### src/adcif_pkg.sv
// shared constants and types for the converter parallel output block
package adcif_pkg;

  // ------------------------------------------------------------
  // data and bus geometry
  // ------------------------------------------------------------
  localparam int ADCIF_DATA_W = 10;
  localparam int ADCIF_HADDR_W = 32;
  localparam int ADCIF_HDATA_W = 32;
  localparam int ADCIF_SYNC_W = 6;

  // ------------------------------------------------------------
  // register offsets (byte addresses, low address bits)
  // ------------------------------------------------------------
  localparam logic [7:0] ADCIF_OFS_CTRL = 8'h00;
  localparam logic [7:0] ADCIF_OFS_STATUS = 8'h04;
  localparam logic [7:0] ADCIF_OFS_INT_STATUS = 8'h08;
  localparam logic [7:0] ADCIF_OFS_INT_MASK = 8'h0c;
  localparam logic [7:0] ADCIF_OFS_SAMPLE_COUNT = 8'h10;

  // ------------------------------------------------------------
  // control register fields and reset values
  // ------------------------------------------------------------
  localparam int ADCIF_CTRL_PD_BIT = 0;
  localparam int ADCIF_CTRL_OE_N_BIT = 1;
  localparam logic ADCIF_CTRL_PD_RST = 1'b0;
  localparam logic ADCIF_CTRL_OE_N_RST = 1'b0;

  // ------------------------------------------------------------
  // status register fields
  // ------------------------------------------------------------
  localparam int ADCIF_STAT_STYLE_LSB = 0;
  localparam int ADCIF_STAT_FORMAT_LSB = 2;
  localparam int ADCIF_STAT_PWR_LSB = 4;
  localparam int ADCIF_STAT_STAB_BIT = 6;
  localparam int ADCIF_STAT_BANK_BIT = 7;

  // ------------------------------------------------------------
  // interrupt bits (status and mask share the layout)
  // ------------------------------------------------------------
  localparam int ADCIF_INT_W = 3;
  localparam int ADCIF_INT_SAMPLE_BIT = 0;
  localparam int ADCIF_INT_FIRST_RANGE_BIT = 1;
  localparam int ADCIF_INT_SECOND_RANGE_BIT = 2;
  localparam logic [ADCIF_INT_W-1:0] ADCIF_INT_MASK_RST = 3'h0;

  // ------------------------------------------------------------
  // strap decodes and power states
  // ------------------------------------------------------------
  typedef enum logic [1:0] {
    ADCIF_STYLE_FULL = 2'h0,
    ADCIF_STYLE_SIMUL = 2'h1,
    ADCIF_STYLE_INTER = 2'h2,
    ADCIF_STYLE_DIFF = 2'h3
  } adcif_style_type;

  typedef enum logic [1:0] {
    ADCIF_FMT_OB_STAB_OFF = 2'h0,
    ADCIF_FMT_OB_STAB_ON = 2'h1,
    ADCIF_FMT_TC_STAB_ON = 2'h2,
    ADCIF_FMT_TC_STAB_OFF = 2'h3
  } adcif_format_type;

  typedef enum logic [1:0] {
    ADCIF_PWR_RUN = 2'b00,
    ADCIF_PWR_NAP = 2'b01,
    ADCIF_PWR_SLEEP = 2'b11
  } adcif_pwr_type;

endpackage

### src/adcif_sync.sv
// three-stage input synchroniser with agreement filter
`timescale 1ns/100ps
module adcif_sync #(
  parameter int W = 1
) (
  input wire logic i_clk,
  input wire logic i_srst,
  input wire logic [W-1:0] i_async,
  output logic [W-1:0] o_sync
);
  logic [W-1:0] stage1;
  logic [W-1:0] stage2;
  logic [W-1:0] stage3;

  // ------------------------------------------------------------
  // chain; a bit changes only once stages two and three agree
  // ------------------------------------------------------------
  always_ff @(posedge i_clk) begin
    if (i_srst) begin
      stage1 <= '0;
      stage2 <= '0;
      stage3 <= '0;
      o_sync <= '0;
    end else begin
      stage1 <= i_async;
      stage2 <= stage1;
      stage3 <= stage2;
      o_sync <= (stage2 & stage3) | (o_sync & (stage2 ^ stage3));
    end
  end
endmodule

### src/adcif_top.sv
// converter parallel output interface with register slave
//
// Function
// a conversion starts when the positive encode rises and the complementary encode falls, once per period.
// with power-down low the block converts and drives outputs when output enable is low, floats them when high.
// with power-down high the block naps when output enable is low, sleeps when high, outputs floated in both.
// a second ten-bit bus with msb on top exists and floats in full-rate single-bus mode.
// the second bus range flag marks an out-of-range sample on that bus and floats in full-rate mode.
// in interleaved mode the receiver latches second-bus data on the falling second strobe edge.
// in simultaneous mode the receiver latches second-bus data on the rising second strobe edge.
// the second bus strobe stays driven in full-rate mode.
// the receiver latches first-bus data on the falling first strobe edge in every mode.
// a first ten-bit bus with msb on top is active in all parallel modes.
// the first bus range flag marks an out-of-range sample on that bus.
// the output-style strap levels select full rate, simultaneous, interleaved or differential output.
// the format strap levels select offset binary or two's complement and the stabilizer state.
// in two's complement just above zero is all zeros and just below zero is all ones.
// in demultiplexed modes successive samples alternate between the first and second buses.
//
// Our own choices: register access over AHB-Lite and the register addresses.
`timescale 1ns/100ps
module adcif_top
  import adcif_pkg::*;
#(
  parameter int DATA_W = 10
) (
  input wire logic I_CLK,
  input wire logic I_SRST,
  input wire logic I_ENCODE_POS,
  input wire logic I_ENCODE_NEG,
  input wire logic [1:0] I_OUTPUT_STYLE_STRAP,
  input wire logic [1:0] I_FORMAT_STRAP,
  input wire logic [DATA_W-1:0] I_CORE_CODE,
  input wire logic I_CORE_RANGE,
  output logic [DATA_W-1:0] O_FIRST_BUS_DATA,
  output logic O_FIRST_BUS_DATA_OE_N,
  output logic O_FIRST_BUS_RANGE_FLAG,
  output logic O_FIRST_BUS_RANGE_FLAG_OE_N,
  output logic O_FIRST_BUS_STROBE,
  output logic O_FIRST_BUS_STROBE_OE_N,
  output logic [DATA_W-1:0] O_SECOND_BUS_DATA,
  output logic O_SECOND_BUS_DATA_OE_N,
  output logic O_SECOND_BUS_RANGE_FLAG,
  output logic O_SECOND_BUS_RANGE_FLAG_OE_N,
  output logic O_SECOND_BUS_STROBE,
  output logic O_SECOND_BUS_STROBE_OE_N,
  output logic O_NAP,
  output logic O_SLEEP,
  output logic O_STABILIZER_ON,
  output logic O_IRQ,
  input wire logic I_HSEL,
  input wire logic [adcif_pkg::ADCIF_HADDR_W-1:0] I_HADDR,
  input wire logic [1:0] I_HTRANS,
  input wire logic I_HWRITE,
  input wire logic [2:0] I_HSIZE,
  input wire logic [adcif_pkg::ADCIF_HDATA_W-1:0] I_HWDATA,
  input wire logic I_HREADY,
  output logic [adcif_pkg::ADCIF_HDATA_W-1:0] O_HRDATA,
  output logic O_HREADYOUT,
  output logic O_HRESP
);
  import adcif_pkg::*;

  // ------------------------------------------------------------
  // pin synchronisation and strap decode
  // ------------------------------------------------------------
  logic [ADCIF_SYNC_W-1:0] pins_sync;
  logic enc_lvl;
  logic enc_lvl_q;
  logic enc_rise;
  logic enc_fall;
  adcif_style_type style;
  adcif_format_type fmt;
  logic fmt_twos;
  logic demux;

  adcif_sync #(
    .W(ADCIF_SYNC_W)
  ) u_pin_sync (
    .i_clk(I_CLK),
    .i_srst(I_SRST),
    .i_async({I_FORMAT_STRAP, I_OUTPUT_STYLE_STRAP, I_ENCODE_NEG, I_ENCODE_POS}),
    .o_sync(pins_sync)
  );

  // differential encode edge
  assign enc_lvl = pins_sync[0] & ~pins_sync[1];
  assign enc_rise = enc_lvl & ~enc_lvl_q;
  assign enc_fall = ~enc_lvl & enc_lvl_q;
  // style strap levels
  assign style = adcif_style_type'(pins_sync[3:2]);
  // format strap levels
  assign fmt = adcif_format_type'(pins_sync[5:4]);
  assign fmt_twos = (fmt == ADCIF_FMT_TC_STAB_ON) || (fmt == ADCIF_FMT_TC_STAB_OFF);
  assign demux = (style == ADCIF_STYLE_SIMUL) || (style == ADCIF_STYLE_INTER);

  always_ff @(posedge I_CLK) begin
    if (I_SRST) begin
      enc_lvl_q <= 1'b0;
    end else begin
      enc_lvl_q <= enc_lvl;
    end
  end

  // ------------------------------------------------------------
  // control registers and power state
  // ------------------------------------------------------------
  logic ctrl_pd;
  logic ctrl_oe_n;
  adcif_pwr_type pwr_state;
  adcif_pwr_type next_pwr_state;

  // nap or sleep picked by the enable level
  assign next_pwr_state = !ctrl_pd ? ADCIF_PWR_RUN : (ctrl_oe_n ? ADCIF_PWR_SLEEP : ADCIF_PWR_NAP);

  always_ff @(posedge I_CLK) begin
    if (I_SRST) begin
      pwr_state <= ADCIF_PWR_RUN;
    end else begin
      pwr_state <= next_pwr_state;
    end
  end

  assign O_NAP = (pwr_state == ADCIF_PWR_NAP);
  assign O_SLEEP = (pwr_state == ADCIF_PWR_SLEEP);
  assign O_STABILIZER_ON = (fmt == ADCIF_FMT_OB_STAB_ON) || (fmt == ADCIF_FMT_TC_STAB_ON);

  // ------------------------------------------------------------
  // conversion, format and bus steering
  // ------------------------------------------------------------
  logic conv;
  logic [DATA_W-1:0] code_fmt;
  logic bank;
  logic sim_fresh;
  logic [DATA_W-1:0] hold_code;
  logic hold_rng;
  logic upd_first;
  logic upd_second;

  // differential style has no parallel outputs, so nothing converts here
  assign conv = enc_rise && (pwr_state == ADCIF_PWR_RUN) && (style != ADCIF_STYLE_DIFF);
  // msb flip turns offset binary into two's complement
  assign code_fmt = fmt_twos ? {~I_CORE_CODE[DATA_W-1], I_CORE_CODE[DATA_W-2:0]} : I_CORE_CODE;
  assign upd_first = conv && (!demux || !bank || (style == ADCIF_STYLE_SIMUL));
  assign upd_second = conv && demux && bank;

  // alternate banks in demultiplexed modes
  always_ff @(posedge I_CLK) begin
    if (I_SRST) begin
      bank <= 1'b0;
    end else if (!demux) begin
      bank <= 1'b0;
    end else if (conv) begin
      bank <= ~bank;
    end
  end

  // first bus takes each full-rate or bank-zero sample
  // range flag travels with its sample
  always_ff @(posedge I_CLK) begin
    if (I_SRST) begin
      O_FIRST_BUS_DATA <= '0;
      O_FIRST_BUS_RANGE_FLAG <= 1'b0;
      hold_code <= '0;
      hold_rng <= 1'b0;
    end else if (conv && style == ADCIF_STYLE_SIMUL && !bank) begin
      hold_code <= code_fmt;
      hold_rng <= I_CORE_RANGE;
    end else if (upd_first && style == ADCIF_STYLE_SIMUL) begin
      O_FIRST_BUS_DATA <= hold_code;
      O_FIRST_BUS_RANGE_FLAG <= hold_rng;
    end else if (upd_first) begin
      O_FIRST_BUS_DATA <= code_fmt;
      O_FIRST_BUS_RANGE_FLAG <= I_CORE_RANGE;
    end
  end

  // second bus takes bank-one samples
  // its range flag follows the same sample
  always_ff @(posedge I_CLK) begin
    if (I_SRST) begin
      O_SECOND_BUS_DATA <= '0;
      O_SECOND_BUS_RANGE_FLAG <= 1'b0;
    end else if (upd_second) begin
      O_SECOND_BUS_DATA <= code_fmt;
      O_SECOND_BUS_RANGE_FLAG <= I_CORE_RANGE;
    end
  end

  // ------------------------------------------------------------
  // data valid strobes
  // ------------------------------------------------------------
  // falling edges land mid-way through a stable word, three quarters through it in simultaneous mode;
  // simultaneous strobes rise half a period after the pair update
  // interleaved second strobe falls when the first bus updates
  // simultaneous strobe rises well after the pair update
  // first strobe falls only while its word is stable
  always_ff @(posedge I_CLK) begin
    if (I_SRST) begin
      O_FIRST_BUS_STROBE <= 1'b0;
      O_SECOND_BUS_STROBE <= 1'b0;
      sim_fresh <= 1'b0;
    end else if (style == ADCIF_STYLE_SIMUL) begin
      if (upd_second) begin
        sim_fresh <= 1'b1;
      end else if (enc_fall) begin
        sim_fresh <= 1'b0;
        O_FIRST_BUS_STROBE <= sim_fresh;
        O_SECOND_BUS_STROBE <= sim_fresh;
      end
    end else if (style == ADCIF_STYLE_INTER) begin
      sim_fresh <= 1'b0;
      if (conv) begin
        O_FIRST_BUS_STROBE <= ~bank;
        O_SECOND_BUS_STROBE <= bank;
      end
    end else begin
      sim_fresh <= 1'b0;
      if (conv) begin
        O_FIRST_BUS_STROBE <= 1'b1;
        O_SECOND_BUS_STROBE <= 1'b1;
      end else if (enc_fall) begin
        O_FIRST_BUS_STROBE <= 1'b0;
        O_SECOND_BUS_STROBE <= 1'b0;
      end
    end
  end

  // ------------------------------------------------------------
  // output enables (low while driving)
  // ------------------------------------------------------------
  logic out_on;
  logic second_on;

  // drive only while running with the enable low
  assign out_on = (pwr_state == ADCIF_PWR_RUN) && !ctrl_oe_n && (style != ADCIF_STYLE_DIFF);
  // second bus floats in full-rate mode
  assign second_on = out_on && (style != ADCIF_STYLE_FULL);
  assign O_FIRST_BUS_DATA_OE_N = ~out_on;
  assign O_FIRST_BUS_RANGE_FLAG_OE_N = ~out_on;
  assign O_FIRST_BUS_STROBE_OE_N = ~out_on;
  assign O_SECOND_BUS_DATA_OE_N = ~second_on;
  // range flag floats with its bus
  assign O_SECOND_BUS_RANGE_FLAG_OE_N = ~second_on;
  // strobe stays driven in full-rate mode
  assign O_SECOND_BUS_STROBE_OE_N = ~out_on;

  // ------------------------------------------------------------
  // interrupts and sample counter
  // ------------------------------------------------------------
  logic [ADCIF_INT_W-1:0] int_status;
  logic [ADCIF_INT_W-1:0] int_mask;
  logic [ADCIF_INT_W-1:0] int_set;
  logic [ADCIF_INT_W-1:0] int_clr;
  logic [ADCIF_HDATA_W-1:0] sample_count;

  assign int_set[ADCIF_INT_SAMPLE_BIT] = conv;
  assign int_set[ADCIF_INT_FIRST_RANGE_BIT] = upd_first && I_CORE_RANGE && style != ADCIF_STYLE_SIMUL;
  assign int_set[ADCIF_INT_SECOND_RANGE_BIT] = upd_second && I_CORE_RANGE;
  assign O_IRQ = |(int_status & int_mask);

  // set wins over a same-cycle clear
  always_ff @(posedge I_CLK) begin
    if (I_SRST) begin
      int_status <= '0;
      sample_count <= '0;
    end else begin
      int_status <= (int_status & ~int_clr) | int_set;
      sample_count <= sample_count + (conv ? 32'h1 : 32'h0);
    end
  end

  // ------------------------------------------------------------
  // register slave, zero wait states
  // ------------------------------------------------------------
  logic acc_valid;
  logic acc_rd;
  logic wr_pend;
  logic [7:0] wr_addr;
  logic [7:0] acc_addr;
  logic [ADCIF_HDATA_W-1:0] rd_mux;
  logic [ADCIF_HDATA_W-1:0] status_word;

  assign acc_valid = I_HSEL && I_HREADY && I_HTRANS[1];
  assign acc_rd = acc_valid && !I_HWRITE;
  assign acc_addr = {I_HADDR[7:2], 2'b00};
  assign O_HREADYOUT = 1'b1;
  assign O_HRESP = 1'b0;
  assign int_clr = (wr_pend && wr_addr == ADCIF_OFS_INT_STATUS) ? I_HWDATA[ADCIF_INT_W-1:0] : '0;
  assign status_word = {24'h0, bank, O_STABILIZER_ON, pwr_state, fmt, style};
  assign rd_mux = (acc_addr == ADCIF_OFS_CTRL) ? {30'h0, ctrl_oe_n, ctrl_pd} :
                  (acc_addr == ADCIF_OFS_STATUS) ? status_word :
                  (acc_addr == ADCIF_OFS_INT_STATUS) ? {29'h0, int_status} :
                  (acc_addr == ADCIF_OFS_INT_MASK) ? {29'h0, int_mask} :
                  (acc_addr == ADCIF_OFS_SAMPLE_COUNT) ? sample_count : 32'h0;

  always_ff @(posedge I_CLK) begin
    if (I_SRST) begin
      wr_pend <= 1'b0;
      wr_addr <= 8'h00;
      O_HRDATA <= 32'h0;
    end else begin
      wr_pend <= acc_valid && I_HWRITE;
      wr_addr <= acc_addr;
      O_HRDATA <= acc_rd ? rd_mux : 32'h0;
    end
  end

  always_ff @(posedge I_CLK) begin
    if (I_SRST) begin
      ctrl_pd <= ADCIF_CTRL_PD_RST;
      ctrl_oe_n <= ADCIF_CTRL_OE_N_RST;
      int_mask <= ADCIF_INT_MASK_RST;
    end else if (wr_pend && wr_addr == ADCIF_OFS_CTRL) begin
      ctrl_pd <= I_HWDATA[ADCIF_CTRL_PD_BIT];
      ctrl_oe_n <= I_HWDATA[ADCIF_CTRL_OE_N_BIT];
    end else if (wr_pend && wr_addr == ADCIF_OFS_INT_MASK) begin
      int_mask <= I_HWDATA[ADCIF_INT_W-1:0];
    end
  end
endmodule
### config.mk
export PLATFORM = sky130hd
export DESIGN_NAME = adcif_top
export DESIGN_NICKNAME = d
export VERILOG_FILES = /design/src/adcif_pkg.sv /design/src/adcif_sync.sv /design/src/adcif_top.sv
export SDC_FILE = /design/constraint.sdc
export NUM_CORES = 1
export LEC_CHECK = 0
export BUFFER_PORTS_ARGS = -buffer_cell sky130_fd_sc_hd__buf_2
export CORE_UTILIZATION = 56
export CTS_BUF_LIST = sky130_fd_sc_hd__clkbuf_16
export DETAILED_ROUTE_END_ITERATION = 8
export PLACE_DENSITY = 0.81
export SETUP_SLACK_MARGIN = 0.05
export SYNTH_ARGS = -nofsm -noshare
export SYNTH_HDL_FRONTEND = slang
export SYNTH_SLANG_ARGS = --single-unit
### constraint.sdc
create_clock -name I_CLK -period 6.3 [get_ports I_CLK]
set_input_delay 0.315 -clock I_CLK [delete_from_list [all_inputs] [get_ports I_CLK]]
set_output_delay 0.315 -clock I_CLK [all_outputs]
set_load 0.01 [all_outputs]
==> impl_summary.log <==
[metrics] path class of the lowest-slack min-delay path: input port to register
[metrics] Buffers on Ports: 97
[metrics] post-detailed-route DRC marker count: 0
[metrics] Relative slew margins: 20.21%
[metrics] vias in the first global route: about 4,100
[metrics] final number of max-transition violations: 0
[metrics] Via-to-Cell Ratio: 5.533
[metrics] die outline area: 10,580 sq um
[metrics] area taken by flip-flops and latches: 2863 sq um
[metrics] Worst Setup Start Kind: register
[metrics] utilization of the core after routing: a little under 70%
[metrics] non-filler cells, final: ~830
[metrics] critical path arrival: 3710 ps
[metrics] die height: 102.8 um
[metrics] antenna diode instance count: 0
[metrics] multiplexer share of the synthesized area: 4.351%
[metrics] Post-DP Area: 6155 sq um
[metrics] Max Clock Skew: 7.012 ps
[metrics] CTS buffer count: 17
[metrics] max-capacitance violation count: 0
[metrics] post-synthesis instance area: 5694 sq um
[metrics] number of endpoints failing setup at the final stage: 0
[metrics] Synth Area in Compound Gates: approximately a tenth
[metrics] clock-pin slew reported for the worst setup and hold paths after clock tree synthesis: 60 ps
[metrics] buffer count from post-CTS setup fixing: 0
[metrics] CTS-repair resized insts: 0
[metrics] main combinational cell family by area after synthesis: simple AND/OR/NAND/NOR gates
[metrics] Static Leakage: 2.821 nW
[metrics] number of synthesized register bits: 143
[metrics] number of antenna violations at the first check in global routing: 0
[metrics] combined area of the multi-input logic cells: 2596 sq um
[metrics] All-Layer GR Usage: 23.82%
[metrics] share of the synthesized area in the top cell type: 50.27%
[metrics] total power per unit cell area: ~280 nW/um^2
[metrics] share of the yosys chip area belonging to registers: 50.27%
[metrics] global placer's final weighted congestion: ~0.85
[metrics] cell count after placement: 800
[metrics] setup TNS: 0 ps
[metrics] Highest Clock Rate: between 200 and 300 MHz
[metrics] synthesis warning total: 0
[metrics] post-synthesis cell type with the largest combined area: sky130_fd_sc_hd__dfxtp_1
[metrics] nets@finish: 790
[metrics] Initial Utilization: roughly 58%
[metrics] num ports: roughly 160
[metrics] number of distinct library cells after synthesis: 52
[metrics] final design area excluding fillers: 6708 sq um
[metrics] result of the run: finished, final reports clean
[metrics] leading post-synthesis cells by cell area: sky130_fd_sc_hd__dfxtp_1 (50%), sky130_fd_sc_hd__nand2_1 (4.0%), sky130_fd_sc_hd__nor2b_1 (4.0%)
[metrics] Final Routed Wirelength: about 12,000 um
[metrics] Syn Area/Cell: 9.335 sq um
[metrics] number of vias in the routed layout: 4,598
[metrics] most frequent cells in the layout: sky130_fd_sc_hd__dfxtp_1 (143), sky130_fd_sc_hd__buf_2 (96), sky130_fd_sc_hd__nand2_1 (60), sky130_fd_sc_hd__nor2_1 (55), sky130_fd_sc_hd__a21oi_1 (42)
[metrics] number of fill cells: 781
[metrics] wire length of the first global-routing pass: about 19,000 um
[metrics] placeable core region: 9819 sq um
[metrics] instance count of the mapped netlist: 610
[metrics] Wirelength per Cell: 14.37 um
[metrics] syn nets: between 700 and 800
[metrics] DRC marker count from the first detailed-route iteration: roughly 250
[metrics] standard-cell rows: 36
[metrics] Worst R2R Start: u_pin_sync.o_sync[2]$_SDFF_PP0_
[metrics] clock period minus worst slack: 3372 ps
[metrics] post-route clock period utilization: 53.53%
[metrics] detailed-placement wirelength estimate: between 7000 and 8000 um
[metrics] TritonCTS clock tree: yes
[metrics] Critical Path Start: u_pin_sync.o_sync[2]$_SDFF_PP0_
[metrics] maximum number of pins on one net before global-route repair: 117
[metrics] worst path required time: 6630 ps
[metrics] length of the first detailed-routing pass in iterations: 5
[metrics] Setup Crit Path Kind: register to register
[metrics] number of failing hold endpoints at the final stage: 0
[metrics] ANT nets after route: 0
[metrics] insertion delay of the later-clocked pin in the worst-skew pair: roughly 420 ps
[metrics] layout cell share with drive strength beyond 1: 19.91%
[metrics] H-Tree Depth: 4
[metrics] CTS max path bufs: 2
[metrics] peak fanout along the critical path: 26
[metrics] RSZ-0062 raised after global routing: false
[metrics] most frequent standard cell in the layout excluding fill and tap cells: sky130_fd_sc_hd__dfxtp_1
[metrics] xor and xnor area share after synthesis: 2.000%
[metrics] Worst setup EP type: register
[metrics] worst vdd ir: between 0.00015 and 0.0002 V
[metrics] basic-gate share of the synthesized area counting and, or, nand and nor cells: approximately 27%
[metrics] CTS Sinks: 143
[metrics] min-delay src: I_OUTPUT_STYLE_STRAP[1]
[metrics] number of hold buffers added after CTS: 0
[metrics] slew of the pin with the lowest slew margin: approximately 1200 ps
[metrics] die extent in x: ~100 um
[metrics] area share of fa/ha/maj cells after synthesis: 2.857%
[metrics] CTS root buffer: sky130_fd_sc_hd__clkbuf_16
[metrics] Congestion Overflow GR: 0
[metrics] area overhead of the layout relative to synthesis: 17.80%
==> synth_stat cells (all sizes together) <==
cell,n
dfxtp,143
nand2,60
nor2,55
a21oi,42
nor2b,36
nand3,26
and2,24
clkbuf,23
mux2i,18
buf,17
ha,13
a311oi,11
inv,11
nor4,11
o21ai,11
o31ai,11
or4,11
nand2b,9
nand4,9
or3,8
xnor2,8
and3,6
and4,6
mux2,6
nand3b,6
nor3,5
xor2,5
a22o,4
conb,2
nor3b,2
a211oi,1
a222oi,1
a31oi,1
and3b,1
and4b,1
nand4b,1
o221a,1
o22a,1
o22ai,1
o32ai,1
or3b,1
==> worst paths after layout <==
check	to	slack, ps	cells after the start
max	sample_count[25]$_SDFF_PP0_	2930	9
min	u_pin_sync.stage1[3]$_SDFF_PP0_	100	2
max reg2reg	sample_count[25]$_SDFF_PP0_	2930	9
min reg2reg	u_pin_sync.stage2[3]$_SDFF_PP0_	440	1
==> area by class of cell <==
type | instances | share of cell area [%]
timing repair buffer | 97 | 7.275
multi-input combinational | 416 | 38.71
tap | 133 | 2.481
clock inverter | 14 | 1.903
sequential | 143 | 42.68
inverter | 11 | 0.6156
clock buffer | 17 | 6.342
==> worst max-delay path, cell delays in order (launching register included) <==
cell and delay (ps):
sky130_fd_sc_hd__dfxtp_1 350, sky130_fd_sc_hd__ha_1 240, sky130_fd_sc_hd__nor3_2 380, sky130_fd_sc_hd__nand2_1 220, sky130_fd_sc_hd__inv_1 430, sky130_fd_sc_hd__ha_1 280
sky130_fd_sc_hd__and4_1 370, sky130_fd_sc_hd__nand3_4 280, sky130_fd_sc_hd__or4_1 570, sky130_fd_sc_hd__a21oi_1 150
==> cell families after synthesis <==
group	after synthesis
AOI/OAI and AO/OA	86
xor gates and xnor gates	13
adders and majority gates	13
buffers and inverters	51
DFF	143
muxes	24
other	2
and+or+nand+nor	278
==> sequential cells by signal (all words and copies together), names as in the netlist, 2 cells and up <==
name and cells:
O_FIRST_BUS_DATA 10, sample_count 32, u_pin_sync.stage1 6, pwr_state 2, int_status 3, int_mask 3
u_pin_sync.stage3 6, hold_code 10, wr_addr 6, u_pin_sync.o_sync 6, u_pin_sync.stage2 6, O_SECOND_BUS_DATA 10
O_HRDATA 32
==> power by group <==
group	leakage [nW]	switching [mW]	internal (mW)
Sequential	1.16	0.00308	0.912
Clock	0.270	0.360	0.571
Combinational	1.39	0.0292	0.0176
Total	2.82	0.393	1.50
==> stage by stage <==
stage / total power [mW] / worst slack [ps] / hold WS, ps
final: 1.893 / 2928 / 101.3
after detailed placement: 0.9806 / 2979 / 425.1
after global routing: 1.952 / 2700 / 95.99
after CTS: 1.907 / 2937 / 91.22
after floorplan: 0.9636 / 3622 / 413.8
after global placement: 0.9789 / 3081 / 417.2
==> metal layers <==
layer | part of all wire (%) | vias to the layer above | GRT usage, %
li1 | - | 2265 | -
met1 | 42 | 2145 | 29.06
met2 | 50 | 159 | 39.33
met3 | 5.7 | 29 | 5.831
met4 | 2.4 | 0 | 11.81
met5 | 0 | - | 0
No activity file was read; power rests on OpenSTA's default activity.
